### src/core/mdc_pkg.sv
package mdc_pkg;
  // Register indices; the byte address on the bus is four times the index.
  localparam logic [7:0] IDX_ZONE_SEL = 8'h42;
  localparam logic [7:0] IDX_GAIN_VAL = 8'h44;
  localparam logic [7:0] IDX_ZONE_CTRL = 8'h4E;
  localparam logic [7:0] IDX_GAIN_UNLOCK_A = 8'h52;
  localparam logic [7:0] IDX_UNLOCK_B = 8'h72;
  localparam logic [7:0] IDX_LSB_EN = 8'hAB;
  localparam logic [7:0] IDX_LSB_SRC = 8'hAD;
  localparam logic [7:0] IDX_SOFT_RST = 8'hF7;
  localparam logic [7:0] IDX_REORDER = 8'h80;
  localparam logic [7:0] IDX_STATUS = 8'h81;
  // Field positions.
  localparam int ZONE_EN_BIT = 7;
  localparam int GAIN_EN_BIT = 0;
  localparam int UNLOCK_A_BIT = 7;
  localparam int UNLOCK_B_BIT = 3;
  localparam int LSB_EN_BIT = 0;
  localparam int SOFT_RST_BIT = 0;
  // Values after reset.
  localparam logic [7:0] RESET_BYTE = 8'h00;
  // Zone codes and source codes.
  localparam logic [2:0] ZONE_FIRST = 3'h0;
  localparam logic [2:0] ZONE_SECOND = 3'h1;
  localparam logic [2:0] ZONE_THIRD = 3'h2;
  localparam logic [1:0] LSB_SRC_DATA = 2'h0;
  localparam logic [1:0] LSB_SRC_OVR_FLAG = 2'h3;
  // Gain divisor is 32, a right shift of five.
  localparam int GAIN_SHIFT = 5;
  // Cycles the soft reset pulse lasts.
  localparam logic [1:0] SOFT_RST_CYCLES = 2'h2;
endpackage : mdc_pkg

### src/core/mdc_regs.sv
// Register access over AHB-Lite is this design's own decision.
`timescale 1ns/1ns
module mdc_regs #(
  parameter int W = 16 // Sample width.
) (
  input wire logic clk_sys, // System clock.
  input wire logic rst, // Asynchronous reset, active high.
  input wire logic hsel, // Slave select.
  input wire logic [31:0] haddr, // Byte address.
  input wire logic [1:0] htrans, // Transfer type.
  input wire logic hwrite, // Write when high.
  input wire logic [2:0] hsize, // Transfer size.
  input wire logic hready, // Bus ready.
  input wire logic [31:0] hwdata, // Write data.
  output logic [31:0] hrdata, // Read data.
  output logic hreadyout, // Slave ready.
  output logic hresp, // Response, always OKAY.
  input wire logic [W-1:0] sample_a, // Channel A sample.
  input wire logic [W-1:0] sample_b, // Channel B sample.
  input wire logic ovr_a, // Channel A fast overrange flag.
  input wire logic ovr_b, // Channel B fast overrange flag.
  output logic [W-1:0] out_a, // Channel A output.
  output logic [W-1:0] out_b, // Channel B output.
  output logic [2:0] nyquist_zone, // Active zone code.
  output logic zone_valid, // Zone selection active and legal.
  output logic digital_block_soft_reset // Soft reset of the datapath.
);
  logic [7:0] zone_sel_reg, zone_sel_next;
  logic [7:0] gain_reg, gain_next;
  logic [7:0] zone_ctrl_reg, zone_ctrl_next;
  logic [7:0] unlock_a_reg, unlock_a_next;
  logic [7:0] unlock_b_reg, unlock_b_next;
  logic [7:0] lsb_en_reg, lsb_en_next;
  logic [7:0] lsb_src_reg, lsb_src_next;
  logic [7:0] output_bit_permutation_reg, perm_next;
  logic [31:0] hrdata_reg, hrdata_next;
  logic wr_pend_reg, wr_pend_next;
  logic [7:0] wr_addr_reg, wr_addr_next;
  logic [W-1:0] out_a_reg, out_b_reg;
  logic [2:0] zone_reg;
  logic zone_valid_reg, srst_reg;
  logic [W-1:0] out_a_next, out_b_next;
  logic [2:0] zone_next;
  logic zone_valid_next, srst_next;
  logic srst_req, srst_active;
  logic gain_apply_enable, perm_on, lsb_on;
  logic [W-1:0] lane_a, lane_b;

  // Word index of a byte address; registers sit at four times their index.
  function automatic logic [7:0] reg_idx(input logic [31:0] a);
    reg_idx = a[9:2];
  endfunction : reg_idx

  // True when the address lands on a mapped register.
  function automatic logic mapped(input logic [7:0] i);
    mapped = (i == mdc_pkg::IDX_ZONE_SEL) || (i == mdc_pkg::IDX_GAIN_VAL) ||
      (i == mdc_pkg::IDX_ZONE_CTRL) || (i == mdc_pkg::IDX_GAIN_UNLOCK_A) ||
      (i == mdc_pkg::IDX_UNLOCK_B) || (i == mdc_pkg::IDX_LSB_EN) ||
      (i == mdc_pkg::IDX_LSB_SRC) || (i == mdc_pkg::IDX_SOFT_RST) ||
      (i == mdc_pkg::IDX_REORDER) || (i == mdc_pkg::IDX_STATUS);
  endfunction : mapped

  logic take;
  assign take = hsel && hready && htrans[1];

  // Data phase write into the configuration registers.
  always_comb begin
    zone_sel_next = zone_sel_reg;
    gain_next = gain_reg;
    zone_ctrl_next = zone_ctrl_reg;
    unlock_a_next = unlock_a_reg;
    unlock_b_next = unlock_b_reg;
    lsb_en_next = lsb_en_reg;
    lsb_src_next = lsb_src_reg;
    perm_next = output_bit_permutation_reg;
    srst_req = 1'b0;
    if (wr_pend_reg) begin
      unique case (wr_addr_reg)
        mdc_pkg::IDX_ZONE_SEL: zone_sel_next = {5'h00, hwdata[2:0]};
        mdc_pkg::IDX_GAIN_VAL: gain_next = {1'b0, hwdata[6:0]};
        mdc_pkg::IDX_ZONE_CTRL: zone_ctrl_next = {hwdata[7], 7'h00};
        mdc_pkg::IDX_GAIN_UNLOCK_A: unlock_a_next = {hwdata[7], 6'h00, hwdata[0]};
        mdc_pkg::IDX_UNLOCK_B: unlock_b_next = {4'h0, hwdata[3], 3'h0};
        mdc_pkg::IDX_LSB_EN: lsb_en_next = {7'h00, hwdata[0]};
        mdc_pkg::IDX_LSB_SRC: lsb_src_next = {6'h00, hwdata[1:0]};
        mdc_pkg::IDX_SOFT_RST: srst_req = hwdata[mdc_pkg::SOFT_RST_BIT];
        mdc_pkg::IDX_REORDER: perm_next = hwdata[7:0];
        default: ;
      endcase
    end
  end

  // Address phase capture and read data for the next phase; write-only bits read as zero.
  always_comb begin
    wr_pend_next = take && hwrite;
    wr_addr_next = reg_idx(haddr);
    hrdata_next = 32'h0000_0000;
    if (take && !hwrite && mapped(reg_idx(haddr))) begin
      unique case (reg_idx(haddr))
        mdc_pkg::IDX_ZONE_SEL: hrdata_next = {24'h000000, zone_sel_reg};
        mdc_pkg::IDX_GAIN_VAL: hrdata_next = {24'h000000, gain_reg};
        mdc_pkg::IDX_ZONE_CTRL: hrdata_next = {24'h000000, zone_ctrl_reg};
        mdc_pkg::IDX_GAIN_UNLOCK_A: hrdata_next = {31'h0, unlock_a_reg[0]};
        mdc_pkg::IDX_LSB_EN: hrdata_next = {24'h000000, lsb_en_reg};
        mdc_pkg::IDX_LSB_SRC: hrdata_next = {24'h000000, lsb_src_reg};
        mdc_pkg::IDX_REORDER: hrdata_next = {24'h000000, output_bit_permutation_reg};
        mdc_pkg::IDX_STATUS: hrdata_next = {27'h0, lsb_on, perm_on, gain_apply_enable,
          zone_valid_reg, srst_active};
        default: hrdata_next = 32'h0000_0000;
      endcase
    end
  end

  // Register the configuration.
  always_ff @(posedge clk_sys or posedge rst) begin
    if (rst) begin
      zone_sel_reg <= mdc_pkg::RESET_BYTE;
      gain_reg <= mdc_pkg::RESET_BYTE;
      zone_ctrl_reg <= mdc_pkg::RESET_BYTE;
      unlock_a_reg <= mdc_pkg::RESET_BYTE;
      unlock_b_reg <= mdc_pkg::RESET_BYTE;
      lsb_en_reg <= mdc_pkg::RESET_BYTE;
      lsb_src_reg <= mdc_pkg::RESET_BYTE;
      output_bit_permutation_reg <= mdc_pkg::RESET_BYTE;
    end else begin
      zone_sel_reg <= zone_sel_next;
      gain_reg <= gain_next;
      zone_ctrl_reg <= zone_ctrl_next;
      unlock_a_reg <= unlock_a_next;
      unlock_b_reg <= unlock_b_next;
      lsb_en_reg <= lsb_en_next;
      lsb_src_reg <= lsb_src_next;
      output_bit_permutation_reg <= perm_next;
    end
  end

  // Register the bus capture and the read data.
  always_ff @(posedge clk_sys or posedge rst) begin
    if (rst) begin
      hrdata_reg <= 32'h0000_0000;
      wr_pend_reg <= 1'b0;
      wr_addr_reg <= 8'h00;
    end else begin
      hrdata_reg <= hrdata_next;
      wr_pend_reg <= wr_pend_next;
      wr_addr_reg <= wr_addr_next;
    end
  end

  // Stretch the soft reset request.
  mdc_soft_reset u_srst (
    .clk_sys(clk_sys),
    .rst(rst),
    .req(srst_req),
    .active(srst_active)
  );

  // Effective enables.
  assign gain_apply_enable = unlock_a_reg[mdc_pkg::GAIN_EN_BIT];
  assign perm_on = unlock_a_reg[mdc_pkg::UNLOCK_A_BIT] &&
    unlock_b_reg[mdc_pkg::UNLOCK_B_BIT];
  assign lsb_on = lsb_en_reg[mdc_pkg::LSB_EN_BIT] &&
    (lsb_src_reg[1:0] == mdc_pkg::LSB_SRC_OVR_FLAG);

  // Per-channel datapaths.
  mdc_lane #(.W(W)) u_lane_a (
    .din(sample_a), .ovr(ovr_a), .gain_on(gain_apply_enable), .gain(gain_reg[6:0]),
    .perm_on(perm_on), .perm(output_bit_permutation_reg), .lsb_on(lsb_on), .dout(lane_a)
  );
  mdc_lane #(.W(W)) u_lane_b (
    .din(sample_b), .ovr(ovr_b), .gain_on(gain_apply_enable), .gain(gain_reg[6:0]),
    .perm_on(perm_on), .perm(output_bit_permutation_reg), .lsb_on(lsb_on), .dout(lane_b)
  );

  // Next outputs; soft reset clears the datapath but not the zone logic.
  always_comb begin
    srst_next = srst_active;
    out_a_next = srst_active ? '0 : lane_a;
    out_b_next = srst_active ? '0 : lane_b;
    zone_next = mdc_pkg::ZONE_FIRST;
    if (zone_ctrl_reg[mdc_pkg::ZONE_EN_BIT]) begin
      zone_next = zone_sel_reg[2:0];
    end
    zone_valid_next = zone_ctrl_reg[mdc_pkg::ZONE_EN_BIT] &&
      (zone_sel_reg[2:0] == mdc_pkg::ZONE_FIRST ||
       zone_sel_reg[2:0] == mdc_pkg::ZONE_SECOND ||
       zone_sel_reg[2:0] == mdc_pkg::ZONE_THIRD);
  end

  // Output registers, so every output except the tied hreadyout and hresp leaves from a flip-flop.
  always_ff @(posedge clk_sys or posedge rst) begin
    if (rst) begin
      out_a_reg <= '0;
      out_b_reg <= '0;
      zone_reg <= mdc_pkg::ZONE_FIRST;
      zone_valid_reg <= 1'b0;
      srst_reg <= 1'b0;
    end else begin
      srst_reg <= srst_next;
      out_a_reg <= out_a_next;
      out_b_reg <= out_b_next;
      zone_reg <= zone_next;
      zone_valid_reg <= zone_valid_next;
    end
  end

  assign out_a = out_a_reg;
  assign out_b = out_b_reg;
  assign nyquist_zone = zone_reg;
  assign zone_valid = zone_valid_reg;
  assign digital_block_soft_reset = srst_reg;
  assign hrdata = hrdata_reg;
  assign hreadyout = 1'b1;
  assign hresp = 1'b0;

  a_zone_gate: assert property (@(posedge clk_sys) disable iff (rst)
    !zone_ctrl_reg[7] |=> nyquist_zone == 3'h0) else $error("zone used while disabled");
  a_zone_legal: assert property (@(posedge clk_sys) disable iff (rst)
    zone_valid |-> nyquist_zone <= 3'h2) else $error("illegal zone flagged valid");
  a_gain_off: assert property (@(posedge clk_sys) disable iff (rst)
    !unlock_a_reg[0] && !perm_on && !lsb_on && !srst_active |=> out_a == $past(sample_a))
    else $error("gain applied while disabled");
  // Without both unlock bits the sample passes in its own bit order.
  a_perm_lock: assert property (@(posedge clk_sys) disable iff (rst)
    !(unlock_a_reg[7] && unlock_b_reg[3]) && !unlock_a_reg[0] && !lsb_on && !srst_active
    |=> out_b == $past(sample_b)) else $error("permutation applied while locked");
  // With the override enable clear the LSB is the sample's own.
  a_lsb_gate: assert property (@(posedge clk_sys) disable iff (rst)
    !lsb_en_reg[0] && !unlock_a_reg[0] && !perm_on && !srst_active
    |=> out_a[0] == $past(sample_a[0])) else $error("lsb source used while disabled");
  // Only source code 11 moves the overrange flag into the LSB.
  a_lsb_src: assert property (@(posedge clk_sys) disable iff (rst)
    lsb_src_reg[1:0] != 2'h3 && !unlock_a_reg[0] && !perm_on && !srst_active
    |=> out_a[0] == $past(sample_a[0])) else $error("lsb replaced without source 11");
  a_lsb_flag: assert property (@(posedge clk_sys) disable iff (rst)
    lsb_on && !srst_active |=> out_b[0] == $past(ovr_b)) else $error("lsb not overrange");
  a_srst_pulse: assert property (@(posedge clk_sys) disable iff (rst)
    srst_req |=> srst_active [*2] ##1 (!srst_active || $past(srst_req)))
    else $error("soft reset pulse length wrong");
  // The largest gain drives a full-scale positive sample into saturation.
  a_gain_max: assert property (@(posedge clk_sys) disable iff (rst)
    unlock_a_reg[0] && gain_reg[6:0] == 7'h7F && !perm_on && !lsb_on && !srst_active &&
    sample_a == {1'b0, {(W-1){1'b1}}} |=> out_a == {1'b0, {(W-1){1'b1}}})
    else $error("largest gain does not saturate");
  // Soft reset zeroes the datapath, leaves the zone logic alone and reads back as zero.
  a_srst_zero: assert property (@(posedge clk_sys) disable iff (rst)
    srst_active |=> out_a == '0 && out_b == '0) else $error("datapath not cleared");
  a_srst_zone: assert property (@(posedge clk_sys) disable iff (rst)
    srst_active && zone_ctrl_reg[7] |=> nyquist_zone == $past(zone_sel_reg[2:0]))
    else $error("soft reset disturbed the zone");
  a_srst_read: assert property (@(posedge clk_sys) disable iff (rst)
    take && !hwrite && reg_idx(haddr) == mdc_pkg::IDX_SOFT_RST |=> hrdata == 32'h0000_0000)
    else $error("soft reset bit reads nonzero");
  // An enabled zone passes through, and a legal code is flagged valid.
  a_zone_pass: assert property (@(posedge clk_sys) disable iff (rst)
    zone_ctrl_reg[7] |=> nyquist_zone == $past(zone_sel_reg[2:0]))
    else $error("enabled zone not applied");
  a_zone_set: assert property (@(posedge clk_sys) disable iff (rst)
    zone_ctrl_reg[7] && zone_sel_reg[2:0] <= 3'h2 |=> zone_valid)
    else $error("legal zone not flagged valid");
  // Unmapped addresses read as zero.
  a_unmapped_read: assert property (@(posedge clk_sys) disable iff (rst)
    take && !hwrite && !mapped(reg_idx(haddr)) |=> hrdata == 32'h0000_0000)
    else $error("unmapped address reads nonzero");
endmodule : mdc_regs

### src/core/mdc_soft_reset.sv
`timescale 1ns/1ns
// Stretches a soft reset request into a fixed pulse that then clears itself.
module mdc_soft_reset (
  input wire logic clk_sys, // System clock.
  input wire logic rst, // Asynchronous reset, active high.
  input wire logic req, // One-cycle request.
  output logic active // High while the soft reset lasts.
);
  logic [1:0] cnt_reg;
  logic [1:0] cnt_next;

  // Load the count on request, else count down to zero.
  always_comb begin
    cnt_next = cnt_reg;
    if (req) begin
      cnt_next = mdc_pkg::SOFT_RST_CYCLES;
    end else if (cnt_reg != 2'h0) begin
      cnt_next = cnt_reg - 2'h1;
    end
  end

  // Register the count.
  always_ff @(posedge clk_sys or posedge rst) begin
    if (rst) begin
      cnt_reg <= 2'h0;
    end else begin
      cnt_reg <= cnt_next;
    end
  end

  assign active = (cnt_reg != 2'h0);
endmodule : mdc_soft_reset

### src/core/mdc_lane.sv
`timescale 1ns/1ns
// Datapath for one channel: gain, bit permutation and LSB override.
module mdc_lane #(
  parameter int W = 16 // Sample width.
) (
  input wire logic [W-1:0] din, // Input sample.
  input wire logic ovr, // Fast overrange flag of this channel.
  input wire logic gain_on, // Gain applies.
  input wire logic [6:0] gain, // Gain value G.
  input wire logic perm_on, // Permutation applies.
  input wire logic [7:0] perm, // Permutation field.
  input wire logic lsb_on, // LSB override applies.
  output logic [W-1:0] dout // Processed sample.
);
  logic signed [W+7:0] prod;
  logic signed [W+7:0] scaled;
  logic [W-1:0] gained;
  logic [W-1:0] permed;

  // Scale by G/32 and saturate to the sample range.
  always_comb begin
    prod = $signed(din) * $signed({1'b0, gain});
    scaled = prod >>> mdc_pkg::GAIN_SHIFT;
    if (!gain_on) begin
      gained = din;
    end else if (scaled > $signed({{8{1'b0}}, 1'b0, {(W-1){1'b1}}})) begin
      gained = {1'b0, {(W-1){1'b1}}};
    end else if (scaled < $signed({{8{1'b1}}, 1'b1, {(W-1){1'b0}}})) begin
      gained = {1'b1, {(W-1){1'b0}}};
    end else begin
      gained = scaled[W-1:0];
    end
  end

  // Swap the two bits of each adjacent bit pair whose field bit is set.
  always_comb begin
    permed = gained;
    for (int i = 0; i < 8; i++) begin
      if (perm_on && perm[i]) begin
        permed[2*i] = gained[2*i+1];
        permed[2*i+1] = gained[2*i];
      end
    end
  end

  // Replace the LSB with the overrange flag when selected.
  always_comb begin
    dout = permed;
    if (lsb_on) begin
      dout[0] = ovr;
    end
  end
endmodule : mdc_lane

### config.mk
export PLATFORM = sky130hd
export DESIGN_NAME = mdc_regs
export DESIGN_NICKNAME = d
export VERILOG_FILES = /design/src/core/mdc_pkg.sv /design/src/core/mdc_regs.sv /design/src/core/mdc_soft_reset.sv /design/src/core/mdc_lane.sv
export SDC_FILE = /design/constraint.sdc
export NUM_CORES = 1
export LEC_CHECK = 0
export BUFFER_PORTS_ARGS = -buffer_cell sky130_fd_sc_hd__buf_2
export CAP_MARGIN = 20
export CORE_UTILIZATION = 55
export CTS_BUF_LIST = sky130_fd_sc_hd__clkbuf_2
export CTS_CLUSTER_SIZE = 12
export DETAILED_ROUTE_END_ITERATION = 6
export GPL_ROUTABILITY_DRIVEN = 0
export PLACE_DENSITY_LB_ADDON = 0.3
export SLEW_MARGIN = 20
export SYNTH_ARGS = -nofsm -noshare
export SYNTH_HDL_FRONTEND = slang
export SYNTH_HIERARCHICAL = 1
export SYNTH_SLANG_ARGS = --single-unit
export TNS_END_PERCENT = 20
### constraint.sdc
create_clock -name clk_sys -period 6 [get_ports clk_sys]
set_clock_uncertainty 0.2 [all_clocks]
set_input_delay 0.6 -clock clk_sys [delete_from_list [all_inputs] [get_ports clk_sys]]
set_output_delay 0.6 -clock clk_sys [all_outputs]
set_load 0.02 [all_outputs]
Word level (Yosys, flattened, before mapping)

Index checks and enable logic that the tools add are counted.

Output and inout port bits: 71
Bits of input ports: 108
Register bits after elaboration: 105
Word-level logic and storage cells: 118

Equal/unequal tests: 22
Muxes and demuxes: 33
Add/subtract/negate cells: 1
Multiply operators: 2
$lt $le $gt $ge: 4
Reductions and logical operators: 39

Operators with widths:

| kind                 | count |
|---|---|
| $mux 16              | 8 |
| $eq 8x7->1 const B   | 10 |
| $eq 8x8->1 const B   | 9 |
| $pmux 8 s8           | 1 |
| $mul 16x8->24        | 2 |
| $gt 19x16->1 const B | 2 |
| $lt 19x16->1 const B | 2 |
| $mux 2               | 18 |
| $logic_and 1x1->1    | 16 |
| $reduce_and 2->1     | 8 |
| $logic_or 1x1->1     | 11 |
| $mux 8               | 1 |
| $mux 1               | 4 |
| $reduce_bool 2->1    | 2 |
| $eq 3x1->1 const B   | 1 |
| $eq 3x2->1 const B   | 1 |
| $logic_not 3->1      | 1 |
| $mux 3               | 1 |
| $eq 2x2->1 const B   | 1 |
| $sub 2x1->2 const B  | 1 |
| $logic_not 1->1      | 1 |

Logic depth before layout (Yosys ltp)

Depth in word-level cells: 12
Gate-level depth with buffers: 23

Hierarchy

Netlist, hierarchy kept.

Modules (own cells, without submodules):

| module              | times used | area each (um^2) | cells an instance |
|---|---|---|---|
| mdc_lane (u_lane_a) | 1          | 4740.8           | 576 |
| mdc_lane (u_lane_b) | 1          | 4603.2           | 556 |
| mdc_regs            | 1          | 3244.4           | 247 |
| mdc_soft_reset      | 1          | 111.4            | 12 |

Least setup slack after synthesis

Ideal clock, no wire load.

Path type: register -> register
Start: reg gain_reg[2]
End: reg out_b_reg[2], in the netlist out_b[2]
Slack: 57 ps
Path buffers: 2
Arrival time: 5610 ps
Cell stages (with the launch flop): 22
Cells stage by stage: dfrtp_1 clkbuf_1 nand2_1 fa_1 fa_1 inv_1 fa_1 inv_1 fa_1 inv_1 ha_1 a21o_1 a21o_1 a2111o_1 o2111a_1 nor3_2 o211ai_1 a21boi_2 buf_2 a21oi_1 mux2_2 nor2b_1

Word-level cells in the longest chain between the ends: 7
Elaborated cells between the ends (all ways): 8

Ends and longest elaborated chain:

| item                   | RTL line        | RTL |
|---|---|---|
| from (decl)            | mdc_regs.sv:29  | `logic [7:0] gain_reg, gain_next;` |
| from (signal assigned) | mdc_regs.sv:118 | `gain_reg <= mdc_pkg::RESET_BYTE;` |
| from (signal assigned) | mdc_regs.sv:127 | `gain_reg <= gain_next;` |
| $mul 16x8->24 (*)      | mdc_lane.sv:22  | `prod = $signed(din) * $signed({1'b0, gain});` |
| $lt 19x16->1           | mdc_lane.sv:28  | `end else if (scaled < $signed({{8{1'b1}}, 1'b1, {(W-1){1'b0}}})) begin` |
| $mux 16                | mdc_lane.sv:28  |  |
| $mux 16 (*)            | mdc_lane.sv:26  | `end else if (scaled > $signed({{8{1'b0}}, 1'b0, {(W-1){1'b1}}})) begin` |
| $mux 16 (*)            | mdc_lane.sv:24  | `if (!gain_on) begin` |
| $mux 2 (*)             | mdc_lane.sv:39  | `if (perm_on && perm[i]) begin` |
| via lane_b[2]          | mdc_regs.sv:47  | `logic [W-1:0] lane_a, lane_b;` |
| $mux 16 (*)            | mdc_regs.sv:179 | `out_b_next = srst_active ? '0 : lane_b;` |
| via out_b_next[2]      | mdc_regs.sv:42  | `logic [W-1:0] out_a_next, out_b_next;` |
| to (signal assigned)   | mdc_regs.sv:201 | `out_b_reg <= out_b_next;` |
| to (decl)              | mdc_regs.sv:39  | `logic [W-1:0] out_a_reg, out_b_reg;` |

Mark *: on every way through the listed nets, which the timed path passes. The rest lies on a longest branch.
A chain may end at the register's enable or synchronous reset.

Worst setup path in the final report

Start: reg gain_reg[3]
End: reg out_a_reg[13], in the netlist out_a[13]

Word-level cells in the longest chain between the ends: 7
Elaborated cells between the ends (all ways): 8

Ends and longest elaborated chain:

| item                 | RTL line        | RTL |
|---|---|---|
| $mul 16x8->24 (*)    | mdc_lane.sv:22  |  |
| $lt 19x16->1         | mdc_lane.sv:28  |  |
| $mux 16              | mdc_lane.sv:28  |  |
| $mux 16 (*)          | mdc_lane.sv:26  |  |
| $mux 16 (*)          | mdc_lane.sv:24  |  |
| $mux 2 (*)           | mdc_lane.sv:39  |  |
| via lane_a[13]       | mdc_regs.sv:47  |  |
| $mux 16 (*)          | mdc_regs.sv:178 | `out_a_next = srst_active ? '0 : lane_a;` |
| via out_a_next[13]   | mdc_regs.sv:42  |  |
| to (signal assigned) | mdc_regs.sv:200 | `out_a_reg <= out_a_next;` |
| to (decl)            | mdc_regs.sv:39  |  |

Marked as above.

==> impl_table.tex <==
\begin{tabular}{lr}
\hline
Metric & Value \\
\hline
\multicolumn{2}{l}{\textbf{Final layout}} \\
Proportion of layout cells with a drive suffix above 1 & 0.256 \\
Area occupied by registers & slightly above 2000 um2 \\
Fill cell count & approximately 1.7k \\
Net total in the final layout & 1988 \\
Diode insertion count for antenna repair & 0 \\
Multi-input gate area in the final layout & approximately 10000 um2 \\
Area Growth Syn to Fin & 20.6\% \\
\multicolumn{2}{l}{\textbf{Yosys}} \\
Synthesized area per cell & slightly above 9 um2 \\
Combined area of all synthesized cells & around 13000 um2 \\
Proportion of synthesized chip area in sequential cells & 0.160 \\
Top\_reg\_cell synth & sky130\_fd\_sc\_hd\_\_dfrtp\_1 \\
Share of flip-flops with an asynchronous set or reset & 1.00 \\
Synthesis-stage register bit count & 81 \\
Synth cell types & between 80 and 90 \\
Syn. warnings & 6 \\
Count of flip-flops with a built-in enable after synthesis & 0 \\
Number of standard cells after synthesis & 1391 \\
\multicolumn{2}{l}{\textbf{STA}} \\
Setup-failing EPs final & 0 \\
Setup slack of the critical path after layout & between 100 and 150 ps \\
Worst hold margin & between 40 and 50 ps \\
Final worst-path cycle share & 0.982 \\
Slew headroom & 0.344 \\
RSZ-0062 raised after global routing & yes \\
Final Max Slew Viols & 0 \\
Timing-limited maximum frequency & between 150 and 200 MHz \\
Final hold violations & 0 \\
Slew of the pin with the lowest slew margin & 983 ps \\
Min Clock Period, post-route & roughly 6000 ps \\
Post-Route Setup TNS & 0 ps \\
\multicolumn{2}{l}{\textbf{Clocking}} \\
Maximum root-to-sink buffer count & 2 \\
Clock tree from TritonCTS & done \\
CTS sink count & 81 \\
Total CTS buffers & 9 \\
H-tree levels & 3 \\
Root Buffer Master & sky130\_fd\_sc\_hd\_\_clkbuf\_2 \\
Post-CTS clock slew at the launch and capture registers of the worst setup and hold paths & 230 ps \\
Worst-Skew Late Latency & around 570 ps \\
\multicolumn{2}{l}{\textbf{Pwr}} \\
Worst vdd ir & 116 uV \\
Power density normalized to cell area & between 100 and 150 nW/um2 \\
Total power & roughly 1500 uW \\
Leakage Power & between 0.007 and 0.008 uW \\
\multicolumn{2}{l}{\textbf{Global route}} \\
Congestion Overflow GR & 0 \\
Number of global-route vias before repair & 10.7k \\
Number of antenna violations at the first check in global routing & 1 \\
All-Layer GR Usage & 0.277 \\
Wire length of the first global-routing pass & about 52000 um \\
Largest net degree at the start of global routing & 80 \\
\multicolumn{2}{l}{\textbf{Drt}} \\
First-iteration detailed-routing DRC count & roughly 620 \\
Via count & between 10k and 15k \\
Routed vias/inst & $\sim$5.5 \\
Routed WL per cell & $\sim$17 um \\
Residual DRC & 0 \\
Detailed Route WL & around 33000 um \\
Detailed-routing iteration count for the pre-antenna-repair pass & 5 \\
Residual antenna-violating net count after detailed routing & 0 \\
\multicolumn{2}{l}{\textbf{Hold path}} \\
Hold EP & wr\_addr\_reg[1]\$\_DFF\_PP0\_ \\
Hold wc startpoint & haddr[3] \\
Instance count along the most critical hold path & 1 \\
Worst min-delay path category & input port to register \\
\multicolumn{2}{l}{\textbf{Critical path}} \\
Required time reported for the critical path endpoint & 6280 ps \\
Worst R2R Path Depth & 21 \\
Critical-path maximum fanout & 16 \\
Worst setup EP type & register \\
Minimum setup slack among reg-to-reg paths & around 110 ps \\
Kind of critical path & register to register \\
Data arrival time of the critical path & between 6000 and 7000 ps \\
Critical register-to-register path startpoint & gain\_reg[3]\$\_DFFE\_PP0P\_ \\
Crit path launch type & register \\
FF-to-FF End & out\_a[13]\$\_DFF\_PP0\_ \\
\multicolumn{2}{l}{\textbf{Floorplanning}} \\
IO Pins & $\sim$180 \\
Cell Rows & between 50 and 60 \\
Core region area & about 23000 um2 \\
Die span in x & 154 um \\
Initial cell density of the core & 0.561 \\
Die height & $\sim$150 um \\
Die ar. & 23700 um2 \\
\multicolumn{2}{l}{\textbf{Place}} \\
Port buffer count & 100 \\
DPL Wire Length & about 25000 um \\
Worst slack at placement & -178 ps \\
\multicolumn{2}{l}{\textbf{Run status}} \\
Result of the run & completed \\
\multicolumn{2}{l}{\textbf{Run}} \\
Count of maximum capacitance violations & 0 \\
\hline
\end{tabular}
-- layout by cell type, fill, tap and decap left out, types with 13 or more instances in the layout --
master and n:
sky130_fd_sc_hd__a21o_1 13, sky130_fd_sc_hd__a21oi_1 44, sky130_fd_sc_hd__a21oi_2 16, sky130_fd_sc_hd__and2_1 179, sky130_fd_sc_hd__buf_2 100, sky130_fd_sc_hd__buf_4 133
sky130_fd_sc_hd__conb_1 26, sky130_fd_sc_hd__dfrtp_1 78, sky130_fd_sc_hd__fa_1 156, sky130_fd_sc_hd__fa_2 14, sky130_fd_sc_hd__ha_1 76, sky130_fd_sc_hd__ha_4 15
sky130_fd_sc_hd__inv_1 245, sky130_fd_sc_hd__mux2_1 18, sky130_fd_sc_hd__mux2_2 30, sky130_fd_sc_hd__nand2_1 74, sky130_fd_sc_hd__nand3_1 18, sky130_fd_sc_hd__nor2_1 57
sky130_fd_sc_hd__nor2b_1 33, sky130_fd_sc_hd__o21ai_0 19, sky130_fd_sc_hd__xnor2_1 25
-- Yosys cell counts (4+ instances only) --
cell type / instances / area [um2]
sky130_fd_sc_hd__a211oi_1: 5 / 37.5
sky130_fd_sc_hd__a21o_1: 13 / 97.6
sky130_fd_sc_hd__a21oi_1: 62 / 310
sky130_fd_sc_hd__a22oi_1: 7 / 52.6
sky130_fd_sc_hd__and2_1: 180 / 1130
sky130_fd_sc_hd__and2_2: 5 / 37.5
sky130_fd_sc_hd__and3_1: 6 / 37.5
sky130_fd_sc_hd__and4_1: 4 / 35.0
sky130_fd_sc_hd__buf_2: 9 / 45.0
sky130_fd_sc_hd__buf_4: 26 / 195
sky130_fd_sc_hd__clkbuf_1: 28 / 105
sky130_fd_sc_hd__dfrtp_1: 81 / 2030
sky130_fd_sc_hd__fa_1: 170 / 3400
sky130_fd_sc_hd__ha_1: 93 / 1160
sky130_fd_sc_hd__inv_1: 247 / 927
sky130_fd_sc_hd__mux2_1: 18 / 203
sky130_fd_sc_hd__mux2_2: 32 / 360
sky130_fd_sc_hd__mux2i_1: 5 / 50.1
sky130_fd_sc_hd__nand2_1: 79 / 297
sky130_fd_sc_hd__nand2b_1: 5 / 31.3
sky130_fd_sc_hd__nand3_1: 20 / 100
sky130_fd_sc_hd__nand4_1: 11 / 68.8
sky130_fd_sc_hd__nor2_1: 58 / 218
sky130_fd_sc_hd__nor2b_1: 35 / 219
sky130_fd_sc_hd__nor3_1: 11 / 55.1
sky130_fd_sc_hd__o211ai_1: 9 / 67.6
sky130_fd_sc_hd__o21a_1: 10 / 75.1
sky130_fd_sc_hd__o21ai_0: 28 / 140
sky130_fd_sc_hd__o21bai_1: 4 / 30.0
sky130_fd_sc_hd__o22ai_1: 4 / 25.0
sky130_fd_sc_hd__or3_1: 4 / 25.0
sky130_fd_sc_hd__xnor2_1: 26 / 228
sky130_fd_sc_hd__xor2_1: 13 / 114
-- layout make-up --
type,count,area share
inverter,247,0.0606
sequential,81,0.133
clock buffer,9,0.00294
clock inverter,7,0.00825
tap,285,0.0233
multi-input combinational,1021,0.650
timing repair buffer,257,0.122
-- worst max-delay path, cell delays in order, from the launching register on --
cell and delay (ps):
sky130_fd_sc_hd__dfrtp_2 530, sky130_fd_sc_hd__buf_12 180, sky130_fd_sc_hd__and2_1 170, sky130_fd_sc_hd__fa_1 530
sky130_fd_sc_hd__fa_1 440, sky130_fd_sc_hd__fa_1 550, sky130_fd_sc_hd__inv_1 50, sky130_fd_sc_hd__fa_1 530
sky130_fd_sc_hd__inv_1 60, sky130_fd_sc_hd__ha_4 250, sky130_fd_sc_hd__nand4_1 150, sky130_fd_sc_hd__nor2_2 80
sky130_fd_sc_hd__buf_4 150, sky130_fd_sc_hd__a211o_2 360, sky130_fd_sc_hd__buf_4 150, sky130_fd_sc_hd__a31o_2 250
sky130_fd_sc_hd__a21oi_1 220, sky130_fd_sc_hd__o21bai_1 110, sky130_fd_sc_hd__xor2_1 210, sky130_fd_sc_hd__a211oi_1 100
sky130_fd_sc_hd__a311oi_1 250, sky130_fd_sc_hd__nor2b_1 270
-- worst max-delay path by stage --
stage / startpoint / endpoint / slack [ps] / depth (start not counted)
after floorplan: gain_reg[2]$_DFFE_PP0P_ / out_b[2]$_DFF_PP0_ / 60 / 21
after global placement: sample_b[13] / out_b[2]$_DFF_PP0_ / -80 / 21
after detailed placement: sample_b[13] / out_b[0]$_DFF_PP0_ / -180 / 20
after CTS: gain_reg[2]$_DFFE_PP0P_ / out_b[2]$_DFF_PP0_ / 2 / 23
after global routing: gain_reg[3]$_DFFE_PP0P_ / out_b[4]$_DFF_PP0_ / -60 / 23
final: gain_reg[3]$_DFFE_PP0P_ / out_a[13]$_DFF_PP0_ / 110 / 21
-- routing by layer --
layer | vias up | wire [um] | GRT usage
met5 | - | 0 | 0
met4 | 0 | 559 | 0.0643
met3 | 50 | 1720 | 0.0223
met2 | 354 | 15900 | 0.482
met1 | 5214 | 14500 | 0.374
li1 | 4857 | - | -
-- report_power, final --
group	total, uW	internal [uW]	switching, uW
clock	391	184	207
combinational	499	187	313
sequential	644	607	36.2
-- metrics by stage --
stage	cells	instance area, um2	util
2_1_floorplan	1415	12800	-
3_3_place_gp	1872	14400	0.637
3_5_place_dp	1872	14400	0.637
4_1_cts	1895	14700	0.649
5_1_grt	1907	15300	0.677
6_report	1907	15300	0.677
-- repair_timing --
| action | in CTS | in global routing |
|---|---|---|
| pin swaps | 2 | 57 |
| hold buffers | 6 | 1 |
| endpoints found under the setup margin | 30 | 32 |
| cloned | 0 | 3 |
| setup buffers | 1 | 8 |
| gates resized for setup | 14 | 97 |
| hold endpoints to repair | 7 | 1 |
-- cells by family after synthesis --
| logic type | Yosys count | share of synthesized area |
|---|---|---|
| AOI/OAI and AO/OA | 191 | 0.103 |
| xor gates and xnor gates | 39 | 0.0269 |
| adders and majority gates | 263 | 0.360 |
| buffers and inverters | 313 | 0.102 |
| DFF | 81 | 0.160 |
| muxes | 55 | 0.0483 |
| other | 2 | 0.000591 |
| and+or+nand+nor | 447 | 0.200 |
(Power assumes the default switching activity.)
